File: src/cgd_pkg.sv
package cgd_pkg;
	localparam int unsigned MCLK_HZ = 125_000_000;
	localparam int unsigned MCLK_MHZ = MCLK_HZ / 1_000_000;
	localparam int unsigned PLL_LOCK_TIME_US = 250;
	// Worked in microseconds times MHz so the product stays inside 32 bits
	localparam int unsigned PLL_LOCK_CYCLES = PLL_LOCK_TIME_US * MCLK_MHZ;
	localparam int unsigned PLL_LOCK_W = 15;
	localparam logic [7:0] PLL_MIN_MHZ = 8'h18;
	localparam logic [7:0] PLL_MAX_MHZ = 8'h43;
	localparam int unsigned PLL_ACC_W = 15;
	localparam int unsigned DIV_W = 16;
	localparam logic [DIV_W-1:0] DIV_MIN = 16'h0002;
	localparam int unsigned CTC_W = 13;
	localparam int unsigned FTC_W = 5;
	localparam logic [1:0] MID_LAST = 2'h2;
	localparam logic [6:0] SLOW_LAST = 7'h63;
	localparam logic [14:0] SEC_LAST = 15'h7FFF;
	localparam int unsigned NUM_PINS = 13;
	localparam int unsigned NUM_DIG = 8;
	localparam int unsigned NUM_ANA = 4;
	localparam int unsigned P_IMO = 0;
	localparam int unsigned P_XTAL = 1;
	localparam int unsigned P_FAB = 2;
	localparam int unsigned P_AUX = 3;
	localparam int unsigned P_LSO = 11;
	localparam int unsigned P_WATCH = 12;

	typedef enum logic [1:0]
	{
		SYS_IMO = 2'b00,
		SYS_XTAL = 2'b01,
		SYS_FAB = 2'b10,
		SYS_PLL = 2'b11
	} cgd_sys_src_t;

	typedef enum logic [1:0]
	{
		USB_FAB48 = 2'b00,
		USB_DBL_IMO = 2'b01,
		USB_DBL_FAB = 2'b10,
		USB_DBL_XTAL = 2'b11
	} cgd_usb_src_t;
endpackage : cgd_pkg

File: src/cgd_div_if.sv
`timescale 1ns/1ns
interface cgd_div_if;
	logic [7:0] src_en;
	logic [2:0] sel;
	logic [15:0] ratio;
	logic [1:0] skew;
	logic clk_out;
	logic tick;

	modport ctl
	(
		output src_en, sel, ratio, skew,
		input clk_out, tick
	);
	modport div
	(
		input src_en, sel, ratio, skew,
		output clk_out, tick
	);
endinterface : cgd_div_if

File: src/cgd_divider.sv
`timescale 1ns/1ns
module cgd_divider
(
	input wire logic mclk,
	input wire logic sys_rst,
	cgd_div_if.div d
);
	import cgd_pkg::*;

	typedef struct packed
	{
		logic [DIV_W-1:0] cnt;
		logic [DIV_W-1:0] ratio;
		logic [2:0] sel;
		logic [1:0] skew;
		logic lvl;
		logic [2:0] dly;
		logic out;
		logic tick;
	} cgd_div_st_t;

	cgd_div_st_t s;
	cgd_div_st_t next_s;

	always_comb
	begin
		next_s = s;
		next_s.tick = 1'b0;
		if (d.src_en[s.sel])
		begin
			if (s.cnt >= s.ratio - 16'h0001)
			begin
				// New settings load only at the period boundary, so no runt pulse
				next_s.cnt = '0;
				next_s.tick = 1'b1;
				next_s.sel = d.sel;
				next_s.ratio = (d.ratio < DIV_MIN) ? DIV_MIN : d.ratio;
				next_s.skew = d.skew;
			end
			else
			begin
				next_s.cnt = s.cnt + 16'h0001;
			end
		end
		// High for the first ratio/2 counts, rounded down, gives 50% duty at even ratios
		next_s.lvl = (next_s.cnt < (next_s.ratio >> 1));
		next_s.dly = {s.dly[1:0], s.lvl};
		// Skew delays the edge by whole mclk cycles away from digital edges
		next_s.out = (s.skew == 2'b00) ? s.lvl : s.dly[s.skew - 2'b01];
	end

	always_ff @(posedge mclk or posedge sys_rst)
	begin
		if (sys_rst)
		begin
			s <= '{cnt: '0, ratio: DIV_MIN, sel: 3'h0, skew: 2'h0, lvl: 1'b1, dly: 3'h0, out: 1'b0, tick: 1'b0};
		end
		else
		begin
			s <= next_s;
		end
	end

	assign d.clk_out = s.out;
	assign d.tick = s.tick;
endmodule : cgd_divider

File: src/cgd_clock_gen.sv
`timescale 1ns/1ns
// What this block does
// - Loop output must be 24 to 67 MHz
// - Input and feedback dividers give 4032 ratios
// - Loop locks within 250 us, sets lock bit
// - Loop reference: main osc, crystal or fabric
// - Lock indication can be routed as interrupt
// - Low-speed osc gives 1, 33, 100 kHz
// - Central tick counter: free 13-bit, 1 kHz
// - Central counter stops in hibernate or debug halt
// - Firmware may clear central counter anytime
// - Central counter gives periodic wakeups, optional interrupt
// - Fast counter: 5-bit, 100 kHz, terminal count
// - Fast counter optional interrupt at terminal count
// - Mid tick is fast tick divided by three
// - Watch crystal gives one-second interrupt
// - Eight extra fabric clocks feed digital dividers
// - System clock source, 16-bit bus divider, cpu
// - Eight digital, four skewed analog 16-bit dividers
// - Divider: 8-input select, ratio two up, 50% at even ratios
// - Digital divider output can cascade into another
// - USB gets 48 MHz direct or doubled
// - Loop output unusable until lock bit set
module cgd_clock_gen
#(
	parameter int unsigned LOCK_CYCLES = cgd_pkg::PLL_LOCK_CYCLES
)
(
	input wire logic mclk,
	input wire logic sys_rst,
	input wire logic internal_main_osc,
	input wire logic fast_crystal_osc,
	input wire logic fabric_clk,
	input wire logic [7:0] fabric_aux_clk,
	input wire logic low_speed_internal_osc,
	input wire logic watch_crystal_osc,
	input wire logic pll_enable,
	input wire logic [1:0] pll_ref_sel,
	input wire logic [7:0] pll_ref_mhz,
	input wire logic [5:0] pll_in_div,
	input wire logic [5:0] pll_fb_mult,
	input wire logic lock_route_en,
	input wire cgd_pkg::cgd_sys_src_t sys_src_sel,
	input wire logic [15:0] bus_ratio,
	input wire logic [7:0][2:0] dig_sel,
	input wire logic [7:0][15:0] dig_ratio,
	input wire logic [3:0][2:0] ana_sel,
	input wire logic [3:0][15:0] ana_ratio,
	input wire logic [3:0][1:0] ana_skew,
	input wire cgd_pkg::cgd_usb_src_t usb_src_sel,
	input wire logic hibernate,
	input wire logic debug_halt,
	input wire logic ctc_clear,
	input wire logic ctc_wake_en,
	input wire logic ctc_irq_en,
	input wire logic [3:0] ctc_period_sel,
	input wire logic ftc_enable,
	input wire logic ftc_irq_en,
	input wire logic [4:0] ftc_terminal,
	output logic pll_lock,
	output logic pll_cfg_ok,
	output logic pll_lock_irq,
	output logic pll_clk_en,
	output logic tick_clock_slow,
	output logic tick_clock_mid,
	output logic tick_clock_fast,
	output logic [12:0] central_tick_counter,
	output logic ctc_wake,
	output logic ctc_irq,
	output logic [4:0] fast_tick_count,
	output logic ftc_wake,
	output logic ftc_irq,
	output logic rtc_second_irq,
	output logic bus_clk,
	output logic cpu_clk,
	output logic [7:0] dig_clk,
	output logic [3:0] ana_clk,
	output logic usb_clk_en
);
	import cgd_pkg::*;

	typedef struct packed
	{
		logic [NUM_PINS-1:0] sync1;
		logic [NUM_PINS-1:0] sync2;
		logic [NUM_PINS-1:0] sync3;
		logic [NUM_PINS-1:0] stab;
		logic [NUM_PINS-1:0] rise;
		logic [NUM_PINS-1:0] chg;
		logic [PLL_LOCK_W-1:0] lock_cnt;
		logic lock;
		logic cfg_ok;
		logic [1:0] ref_sel;
		logic [5:0] in_div;
		logic [5:0] fb_mult;
		logic [PLL_ACC_W-1:0] acc;
		logic pll_tick;
		logic lock_irq;
		logic sys_en;
		logic [1:0] mid_cnt;
		logic [6:0] slow_cnt;
		logic t_fast;
		logic t_mid;
		logic t_slow;
		logic [CTC_W-1:0] ctc;
		logic ctc_wake;
		logic ctc_irq;
		logic [FTC_W-1:0] ftc;
		logic ftc_wake;
		logic ftc_irq;
		logic [14:0] sec_cnt;
		logic sec_irq;
		logic usb_en;
		logic bus_clk;
		logic [NUM_DIG-1:0] dig_clk;
		logic [NUM_ANA-1:0] ana_clk;
	} cgd_state_t;

	cgd_state_t s;
	cgd_state_t next_s;

	logic [NUM_PINS-1:0] pins;
	logic bus_out;
	logic [NUM_DIG-1:0] dig_out;
	logic [NUM_DIG-1:0] dig_tick;
	logic [NUM_ANA-1:0] ana_out;

	// Product of two small unsigned codes, truncated to 14 bits
	function automatic logic [13:0] cgd_mul(input logic [7:0] a, input logic [6:0] b);
		cgd_mul = 14'({7'h00, a} * {8'h00, b});
	endfunction : cgd_mul

	// Reference frequency times feedback, compared against the band times input divide
	// Input divide runs to 64, so it needs seven bits
	function automatic logic cgd_in_band(input logic [7:0] ref_mhz, input logic [5:0] fb, input logic [6:0] idiv);
		logic [13:0] prod;
		logic [13:0] lo;
		logic [13:0] hi;
		prod = cgd_mul(ref_mhz, {1'b0, fb});
		lo = cgd_mul(PLL_MIN_MHZ, idiv);
		hi = cgd_mul(PLL_MAX_MHZ, idiv);
		cgd_in_band = (fb != 6'h00) && (prod >= lo) && (prod <= hi);
	endfunction : cgd_in_band

	assign pins = {watch_crystal_osc, low_speed_internal_osc, fabric_aux_clk, fabric_clk, fast_crystal_osc,
		internal_main_osc};

	always_comb
	begin
		logic ref_rise;
		logic [PLL_ACC_W-1:0] sum;
		logic [PLL_ACC_W-1:0] lim;
		logic [CTC_W-1:0] ctc_mask;
		ref_rise = 1'b0;
		sum = '0;
		lim = '0;
		ctc_mask = '0;
		next_s = s;

		// Pin inputs: a change counts once the second and third stage agree
		next_s.sync1 = pins;
		next_s.sync2 = s.sync1;
		next_s.sync3 = s.sync2;
		for (int i = 0; i < NUM_PINS; i++)
		begin
			if (s.sync2[i] == s.sync3[i])
			begin
				next_s.stab[i] = s.sync3[i];
			end
		end
		next_s.rise = next_s.stab & ~s.stab;
		next_s.chg = next_s.stab ^ s.stab;

		// Multiplying loop; ref_sel, in_div and fb_mult are taken while the loop is off and held while it runs; pll_ref_mhz is used live
		next_s.lock_irq = 1'b0;
		next_s.pll_tick = 1'b0;
		if (!pll_enable)
		begin
			// Firmware turns the loop off before low power; that drops lock here
			next_s.lock_cnt = '0;
			next_s.lock = 1'b0;
			next_s.acc = '0;
			next_s.ref_sel = pll_ref_sel;
			next_s.in_div = pll_in_div;
			next_s.fb_mult = pll_fb_mult;
			next_s.cfg_ok = cgd_in_band(pll_ref_mhz, pll_fb_mult, {1'b0, pll_in_div} + 7'h01);
		end
		else if (!s.lock)
		begin
			if (s.lock_cnt >= PLL_LOCK_W'(LOCK_CYCLES - 1))
			begin
				next_s.lock = 1'b1;
				next_s.lock_irq = lock_route_en;
			end
			else
			begin
				next_s.lock_cnt = s.lock_cnt + 15'h0001;
			end
		end
		else
		begin
			// Rate model: out MHz = ref MHz * mult / (div+1), paced against mclk
			sum = s.acc + PLL_ACC_W'(cgd_mul(pll_ref_mhz, {1'b0, s.fb_mult}));
			lim = PLL_ACC_W'(cgd_mul(8'(MCLK_MHZ), {1'b0, s.in_div} + 7'h01));
			if (sum >= lim)
			begin
				next_s.acc = sum - lim;
				next_s.pll_tick = s.cfg_ok;
			end
			else
			begin
				next_s.acc = sum;
			end
		end

		// System clock; until lock the loop's own reference stands in for it
		case (s.ref_sel)
			2'b00: ref_rise = s.rise[P_IMO];
			2'b01: ref_rise = s.rise[P_XTAL];
			2'b10: ref_rise = s.rise[P_FAB];
			default: ref_rise = s.rise[P_IMO];
		endcase
		case (sys_src_sel)
			SYS_IMO: next_s.sys_en = s.rise[P_IMO];
			SYS_XTAL: next_s.sys_en = s.rise[P_XTAL];
			SYS_FAB: next_s.sys_en = s.rise[P_FAB];
			SYS_PLL: next_s.sys_en = s.lock ? s.pll_tick : ref_rise;
			default: next_s.sys_en = s.rise[P_IMO];
		endcase

		// Low-speed ticks from the 100 kHz oscillator pin
		next_s.t_fast = s.rise[P_LSO];
		next_s.t_mid = 1'b0;
		next_s.t_slow = 1'b0;
		if (s.rise[P_LSO])
		begin
			next_s.mid_cnt = (s.mid_cnt == MID_LAST) ? 2'h0 : s.mid_cnt + 2'h1;
			next_s.t_mid = (s.mid_cnt == MID_LAST);
			next_s.slow_cnt = (s.slow_cnt == SLOW_LAST) ? 7'h00 : s.slow_cnt + 7'h01;
			next_s.t_slow = (s.slow_cnt == SLOW_LAST);
		end

		// Central tick counter
		next_s.ctc_wake = 1'b0;
		next_s.ctc_irq = 1'b0;
		ctc_mask = CTC_W'((14'h0002 << ctc_period_sel) - 14'h0001);
		if (ctc_clear)
		begin
			next_s.ctc = '0;
		end
		else if (s.t_slow && !hibernate && !debug_halt)
		begin
			next_s.ctc = s.ctc + 13'h0001;
			if ((next_s.ctc & ctc_mask) == '0)
			begin
				next_s.ctc_wake = ctc_wake_en;
				next_s.ctc_irq = ctc_wake_en && ctc_irq_en;
			end
		end

		// Fast tick counter
		next_s.ftc_wake = 1'b0;
		next_s.ftc_irq = 1'b0;
		if (!ftc_enable)
		begin
			next_s.ftc = '0;
		end
		else if (s.t_fast)
		begin
			if (s.ftc >= ftc_terminal)
			begin
				next_s.ftc = '0;
				next_s.ftc_wake = 1'b1;
				next_s.ftc_irq = ftc_irq_en;
			end
			else
			begin
				next_s.ftc = s.ftc + 5'h01;
			end
		end

		// One-second tick from 32768 watch-crystal edges
		next_s.sec_irq = 1'b0;
		if (s.rise[P_WATCH])
		begin
			next_s.sec_cnt = s.sec_cnt + 15'h0001;
			next_s.sec_irq = (s.sec_cnt == SEC_LAST);
		end

		// Doubling takes both edges of a 24 MHz source
		case (usb_src_sel)
			USB_FAB48: next_s.usb_en = s.rise[P_FAB];
			USB_DBL_IMO: next_s.usb_en = s.chg[P_IMO];
			USB_DBL_FAB: next_s.usb_en = s.chg[P_FAB];
			USB_DBL_XTAL: next_s.usb_en = s.chg[P_XTAL];
			default: next_s.usb_en = s.rise[P_FAB];
		endcase

		next_s.bus_clk = bus_out;
		next_s.dig_clk = dig_out;
		next_s.ana_clk = ana_out;
	end

	always_ff @(posedge mclk or posedge sys_rst)
	begin
		if (sys_rst)
		begin
			s <= '0;
		end
		else
		begin
			s <= next_s;
		end
	end

	// Bus divider; the cpu clock is the bus clock itself
	cgd_div_if bus_if ();
	assign bus_if.src_en = {8{s.sys_en}};
	assign bus_if.sel = 3'h0;
	assign bus_if.ratio = bus_ratio;
	assign bus_if.skew = 2'h0;
	assign bus_out = bus_if.clk_out;
	cgd_divider u_bus_div
	(
		.mclk(mclk),
		.sys_rst(sys_rst),
		.d(bus_if)
	);

	genvar g;
	generate
		for (g = 0; g < NUM_DIG; g++)
		begin : g_dig
			cgd_div_if dif ();
			// Inputs: main, crystal, fabric, loop, own aux, chained neighbour, fast tick, system
			assign dif.src_en = {s.sys_en, s.t_fast, dig_tick[(g + NUM_DIG - 1) % NUM_DIG],
				s.rise[P_AUX + g], s.lock & s.pll_tick, s.rise[P_FAB], s.rise[P_XTAL], s.rise[P_IMO]};
			assign dif.sel = dig_sel[g];
			assign dif.ratio = dig_ratio[g];
			assign dif.skew = 2'h0;
			assign dig_out[g] = dif.clk_out;
			assign dig_tick[g] = dif.tick;
			cgd_divider u_div
			(
				.mclk(mclk),
				.sys_rst(sys_rst),
				.d(dif)
			);
		end
		for (g = 0; g < NUM_ANA; g++)
		begin : g_ana
			cgd_div_if aif ();
			assign aif.src_en = {s.sys_en, s.t_fast, dig_tick[g], s.rise[P_WATCH],
				s.lock & s.pll_tick, s.rise[P_FAB], s.rise[P_XTAL], s.rise[P_IMO]};
			assign aif.sel = ana_sel[g];
			assign aif.ratio = ana_ratio[g];
			assign aif.skew = ana_skew[g];
			assign ana_out[g] = aif.clk_out;
			cgd_divider u_div
			(
				.mclk(mclk),
				.sys_rst(sys_rst),
				.d(aif)
			);
		end
	endgenerate

	assign pll_lock = s.lock;
	assign pll_cfg_ok = s.cfg_ok;
	assign pll_lock_irq = s.lock_irq;
	assign pll_clk_en = s.pll_tick;
	assign tick_clock_slow = s.t_slow;
	assign tick_clock_mid = s.t_mid;
	assign tick_clock_fast = s.t_fast;
	assign central_tick_counter = s.ctc;
	assign ctc_wake = s.ctc_wake;
	assign ctc_irq = s.ctc_irq;
	assign fast_tick_count = s.ftc;
	assign ftc_wake = s.ftc_wake;
	assign ftc_irq = s.ftc_irq;
	assign rtc_second_irq = s.sec_irq;
	assign bus_clk = s.bus_clk;
	assign cpu_clk = s.bus_clk;
	assign dig_clk = s.dig_clk;
	assign ana_clk = s.ana_clk;
	assign usb_clk_en = s.usb_en;
endmodule : cgd_clock_gen

File: config.mk
export PLATFORM = sky130hd
export DESIGN_NAME = cgd_clock_gen
export DESIGN_NICKNAME = d
export VERILOG_FILES = /design/src/cgd_pkg.sv /design/src/cgd_div_if.sv /design/src/cgd_divider.sv /design/src/cgd_clock_gen.sv
export SDC_FILE = /design/constraint.sdc
export NUM_CORES = 2
export LEC_CHECK = 0
export BUFFER_PORTS_ARGS = -buffer_cell sky130_fd_sc_hd__buf_2
export CAP_MARGIN = 20
export CORE_ASPECT_RATIO = 0.75
export CORE_MARGIN = 1.5
export CORE_UTILIZATION = 55
export CTS_CLUSTER_SIZE = 12
export DETAILED_ROUTE_END_ITERATION = 8
export GPL_ROUTABILITY_DRIVEN = 0
export PLACE_DENSITY = 0.72
export SYNTH_ARGS = -nofsm -noshare
export SYNTH_HDL_FRONTEND = slang
export SYNTH_HIERARCHICAL = 1
export SYNTH_SLANG_ARGS = --single-unit
File: constraint.sdc
create_clock -name mclk -period 12.28 [get_ports mclk]
set_input_delay 1.228 -clock mclk [delete_from_list [all_inputs] [get_ports mclk]]
set_output_delay 1.228 -clock mclk [all_outputs]
set_load 0.1 [all_outputs]
# == Yosys cells after proc, flatten, opt, wreduce, memory -nomap -nowiden ==
# Cells that the tools add are included.
# classes
add_sub_neg,41
n_mul,5
order_cmp,60
n_eq_ne,28
n_shift,1
n_mux,145
n_bitwise,5
reduce_logical,30
# ops
cell,count
37-bit two-way mux,13
16-bit two-way mux,29
21-bit two-way mux,13
"16-bit by 1-bit adder with 16-bit output, second input constant",13
16-bit >= comparator,13
16-bit by 15-bit < comparator with 1-bit output,13
"16-bit by 2-bit < comparator with 1-bit output, second input constant",13
"16-bit by 1-bit subtractor with 16-bit output, second input constant",13
15-bit two-way mux,4
1-bit two-way mux,55
"3-bit by 4-bit < comparator with 1-bit output, second input constant",12
1-bit binary-select mux with 3-bit select,12
"15-bit by 1-bit adder with 15-bit output, second input constant",2
"7-bit by 7-bit multiplier with 14-bit output, first input constant",2
8-bit by 6-bit multiplier with 14-bit output,2
2-bit AND reduction,14
13-bit bitwise AND,2
15-bit by 14-bit adder with 15-bit output,1
"15-bit == test, second input constant",1
15-bit by 14-bit >= comparator with 1-bit output,1
"15-bit >= comparator, second input constant",1
15-bit by 14-bit subtractor with 15-bit output,1
"6-bit by 1-bit adder with 7-bit output, second input constant",2
14-bit by 12-bit >= comparator with 1-bit output,1
33 further kinds,82
# totals
regBits,687
inputBits,311
out_inout_bits,45
elab_cells,441

# == Depth between registers and ports, before layout ==
# depth
word_depth,7
depth_mapped,25
depth_no_buf,24

# == Modules after synthesis ==
# Netlist, hierarchy kept.
# modules_own_cells
mod,n_inst,cells_per_inst,area_per_inst_um2,seq_area_each_um2
cgd_divider at g_ana[0].u_div ...,10,280,3021.6,1078.5
cgd_clock_gen,1,1468,14311.2,4529.3
cgd_divider at g_ana[2].u_div ...,2,297,2844.0,1078.5
cgd_divider at g_dig[7].u_div,1,283,2840.2,1078.5

# == Worst setup path after synthesis ==
# Ideal clock, no wire load.
# synth_timing
kind,input to register
from,input port pll_ref_mhz[4]
to,register s[70] (netlist name)
setup_time_ns,0.126
arrival_time_ns,6.611
t_required_ns,12.154
slack_ns,5.543
path_stages,23
path_buffers,2
cell_sequence,clkbuf_1 > nand2_1 > fa_1 > inv_1 > fa_1 > fa_1 > inv_1 > fa_1 > inv_1 > ha_1 > a21oi_1 > o21ai_0 > nor4b_1 > or2_1 > xnor2_1 > ha_1 > a21o_1 > a21o_1 > nor2_1 > a21o_1 > clkbuf_1 > nand2_1 > a221o_1
# synth_lines
element,line,text
start: declaration,cgd_clock_gen.sv:39,"input wire logic [7:0] pll_ref_mhz,"

==> run_results.csv <==
group,metric,value,unit
status,status,"finished, final reports clean",
cells_and_area,multiInputGateArea,32300,sq um
die,core_area,95300,sq um
synthesis,netlist_instances,5140,
cts,cts_resized,0,
cells_and_area,fillCellCount,8021,
sta,fin_worst_hold_slack,0.329,ns
cells_and_area,seq_area,18400,sq um
placed_design,port_buffers,355,
die,die_area,98100,sq um
pwr,p_leak,27.1,nW
pwr,power.density,219,nW/um^2
critical_path,required,12.82,ns
placed_design,dp_cells,6625,
sta,rsz0062_at_grt,"no",
route,drcViolationCount,0,
sta,relSlewSlack,0.236,
die,ios,356,
critical_path,worstSetupStartpointType,"flop",
worst_hold_path,hp-class,"flop to flop",
synthesis,postSynthAreaPerCell,10.3,sq um
cts,cts_tree,"built",
cells_and_area,fin_cells,6780,
cts,cts_max_level,3,
cts,post_cts_buffers,0,
route,firstDrtPassIters,5,
sta,finalHoldViolations,0,
sta,clock.fmax,149,MHz
cts,postCtsHoldBufs,0,
critical_path,critPathKind,"flop to flop",
job,cap_violations,0,
placed_design,dp_hpwl,97.8,mm
placed_design,pre_cts_slack,5.11,ns
cts,clk_latency,0.66,ns
route,initialDrtViolationCount,2785,
sta,timing.final.ws_setup,5.56,ns
critical_path,crit_fanout,12,
synthesis,synth.cell_area,52900,sq um
global_routing,antenna_found_initial,23,
global_routing,grt_pass1_vias,39000,
die,row_count,98,
critical_path,critPathMaxStageDelay,0.56,ns
cells_and_area,drive_gt1_frac,0.157,
route,vias_per_cell,5.82,
critical_path,cp_cell_sequence,"nand3_1 -> xor2_1 -> inv_1 -> fa_1 -> ha_1 -> inv_1 -> fa_1 -> fa_1 -> inv_1 -> ha_1 -> a21oi_1 -> o21ai_0 -> a21oi_1 -> o21ai_0 -> a2111oi_0 -> nor3_1 -> ha_1 -> a21o_1 -> a21o_1 -> nor2_1 -> a21o_1 -> nand2_1 -> a221o_1",
cells_and_area,layout.nets,6447,
route,totalWireLength,129,mm
route,vias,39500,
critical_path,endpoint_kind,"flop",
cts,clkSlewWorstSetupHoldPaths,0.06,ns
sta,slew_violations,0,
cts,clkSinkCount,735,
die,fp.dieW,361,um
sta,min_period,6.72,ns
cts,clockBufferDepth,3,
cells_and_area,syn2layout_area_growth,9.63,%
route,antenna_left,0,
die,chipHeight,272,um
global_routing,grt_start_max_net_pins,120,
sta,worst_clock_skew,0.0261,ns
critical_path,crit_slowest_cell,"fa_1",
synthesis,yosysWarnings,6,
pwr,ir_worst_vdd,393,uV
cells_and_area,fin_util,0.609,
global_routing,grt_usage,0.263,
die,start_util,0.556,
cts,cts_root_buf,"clkbuf_16",
sta,finalSetupViolCount,0,
sta,setup-tns-final,0,ns
global_routing,grt_pass1_wl,210,mm
global_routing,grt_overflow,0,
route,routedWlPerCell,19.0,um
sta,layout_worst_path_cycle_share,0.547,
cts,cts_inserted_buffers,79,
sta,worst_slew_pin_slew,1.15,ns
critical_path,worstPathArrival,7.26,ns
per-stage QoR:
stage               total power [mW]  cell area, sq um
floorplan                       8.79             53000
global placement                10.1             55400
detailed placement              10.3             55400
CTS                             12.7             57900
global route                    13.7             58000
finish                          12.7             58000
cells in the final DEF, fill, tap and decap left out, types with 27 or more instances in the layout:
master / instances
mux2_2: 51
dfrtp_1: 709
buf_2: 355
o21a_1: 29
nor2_1: 398
nor4_1: 73
nand2_1: 323
inv_1: 300
nand4_1: 124
mux2i_1: 210
and2_1: 64
xor2_1: 212
and4_1: 53
ha_1: 596
a31oi_1: 42
or3_1: 38
nand3_1: 163
xnor2_1: 232
clkbuf_1: 27
fa_1: 82
a21oi_1: 171
o21ai_0: 191
a21o_1: 71
and3_1: 64
nor3_1: 113
clkbuf_16: 83
mux2_4: 171
sequential cells by signal (all words and copies together) (netlist names), 3 cells and up:
register               cells
g_dig.u_div/next_s        24
dig_clk                    8
g_dig.u_div/d.tick         8
u_bus_div/next_s           3
s                         97
g_dig.u_div/d.clk_out      8
u_bus_div/s               38
g_ana.u_div/d.clk_out      4
g_dig.dif.src_en           8
g_ana.aif.src_en           4
g_dig.u_div/s            304
g_ana.u_div/s            152
central_tick_counter      13
fast_tick_count            5
next_s                    27
ana_clk                    4
g_ana.u_div/next_s        12
metal layers:
metal	global-route usage	routed length (um)	vias to the layer above
li1	-	-	19000
met1	0.390	62400	19300
met2	0.403	56500	968
met3	0.0414	7090	175
met4	0.0633	2710	8
met5	0	44	-
path summary, 6_finish.rpt:
kind / end / startpoint / depth (start not counted) / slack [ns]
setup / recovery: s[71] / s[88] / 23 / 5.56
hold / removal: ana_clk[0] / g_ana[0].u_div/d.clk_out / 0 / 0.33
setup reg to reg: s[71] / s[88] / 23 / 5.56
hold reg to reg: ana_clk[0] / g_ana[0].u_div/d.clk_out / 0 / 0.33
max in group asynchronous: s[149] / sys_rst / 4 / 9.78
min in group asynchronous: g_ana[2].u_div/next_s[3] / sys_rst / 4 / 1.01
layout make-up:
cell class                 instances  area share
multi-input combinational       3932       0.556
sequential                       735       0.318
clock buffer                     121      0.0401
timing repair buffer             381      0.0345
tap                             1250      0.0270
inverter                         329      0.0215
clock inverter                    20     0.00302
antenna                           12    0.000517
report_power, final:
part / internal, mW / leakage [nW] / switching (mW)
sequential: 3.06 / 9.30 / 0.734
clock: 1.35 / 1.24 / 1.01
combinational: 2.94 / 16.6 / 3.62
worst max-delay path: cells and delay by family, from the launching register on:
| family | cells | cell delay, ns |
|---|---|---|
| AOI/OAI and AO/OA | 9 | 2.34 |
| buffers and inverters | 3 | 0.29 |
| and+or+nand+nor | 4 | 0.61 |
| DFF | 1 | 0.53 |
| xor gates and xnor gates | 1 | 0.28 |
| adders and majority gates | 6 | 2.51 |
No activity file was read; power rests on OpenSTA's default activity.
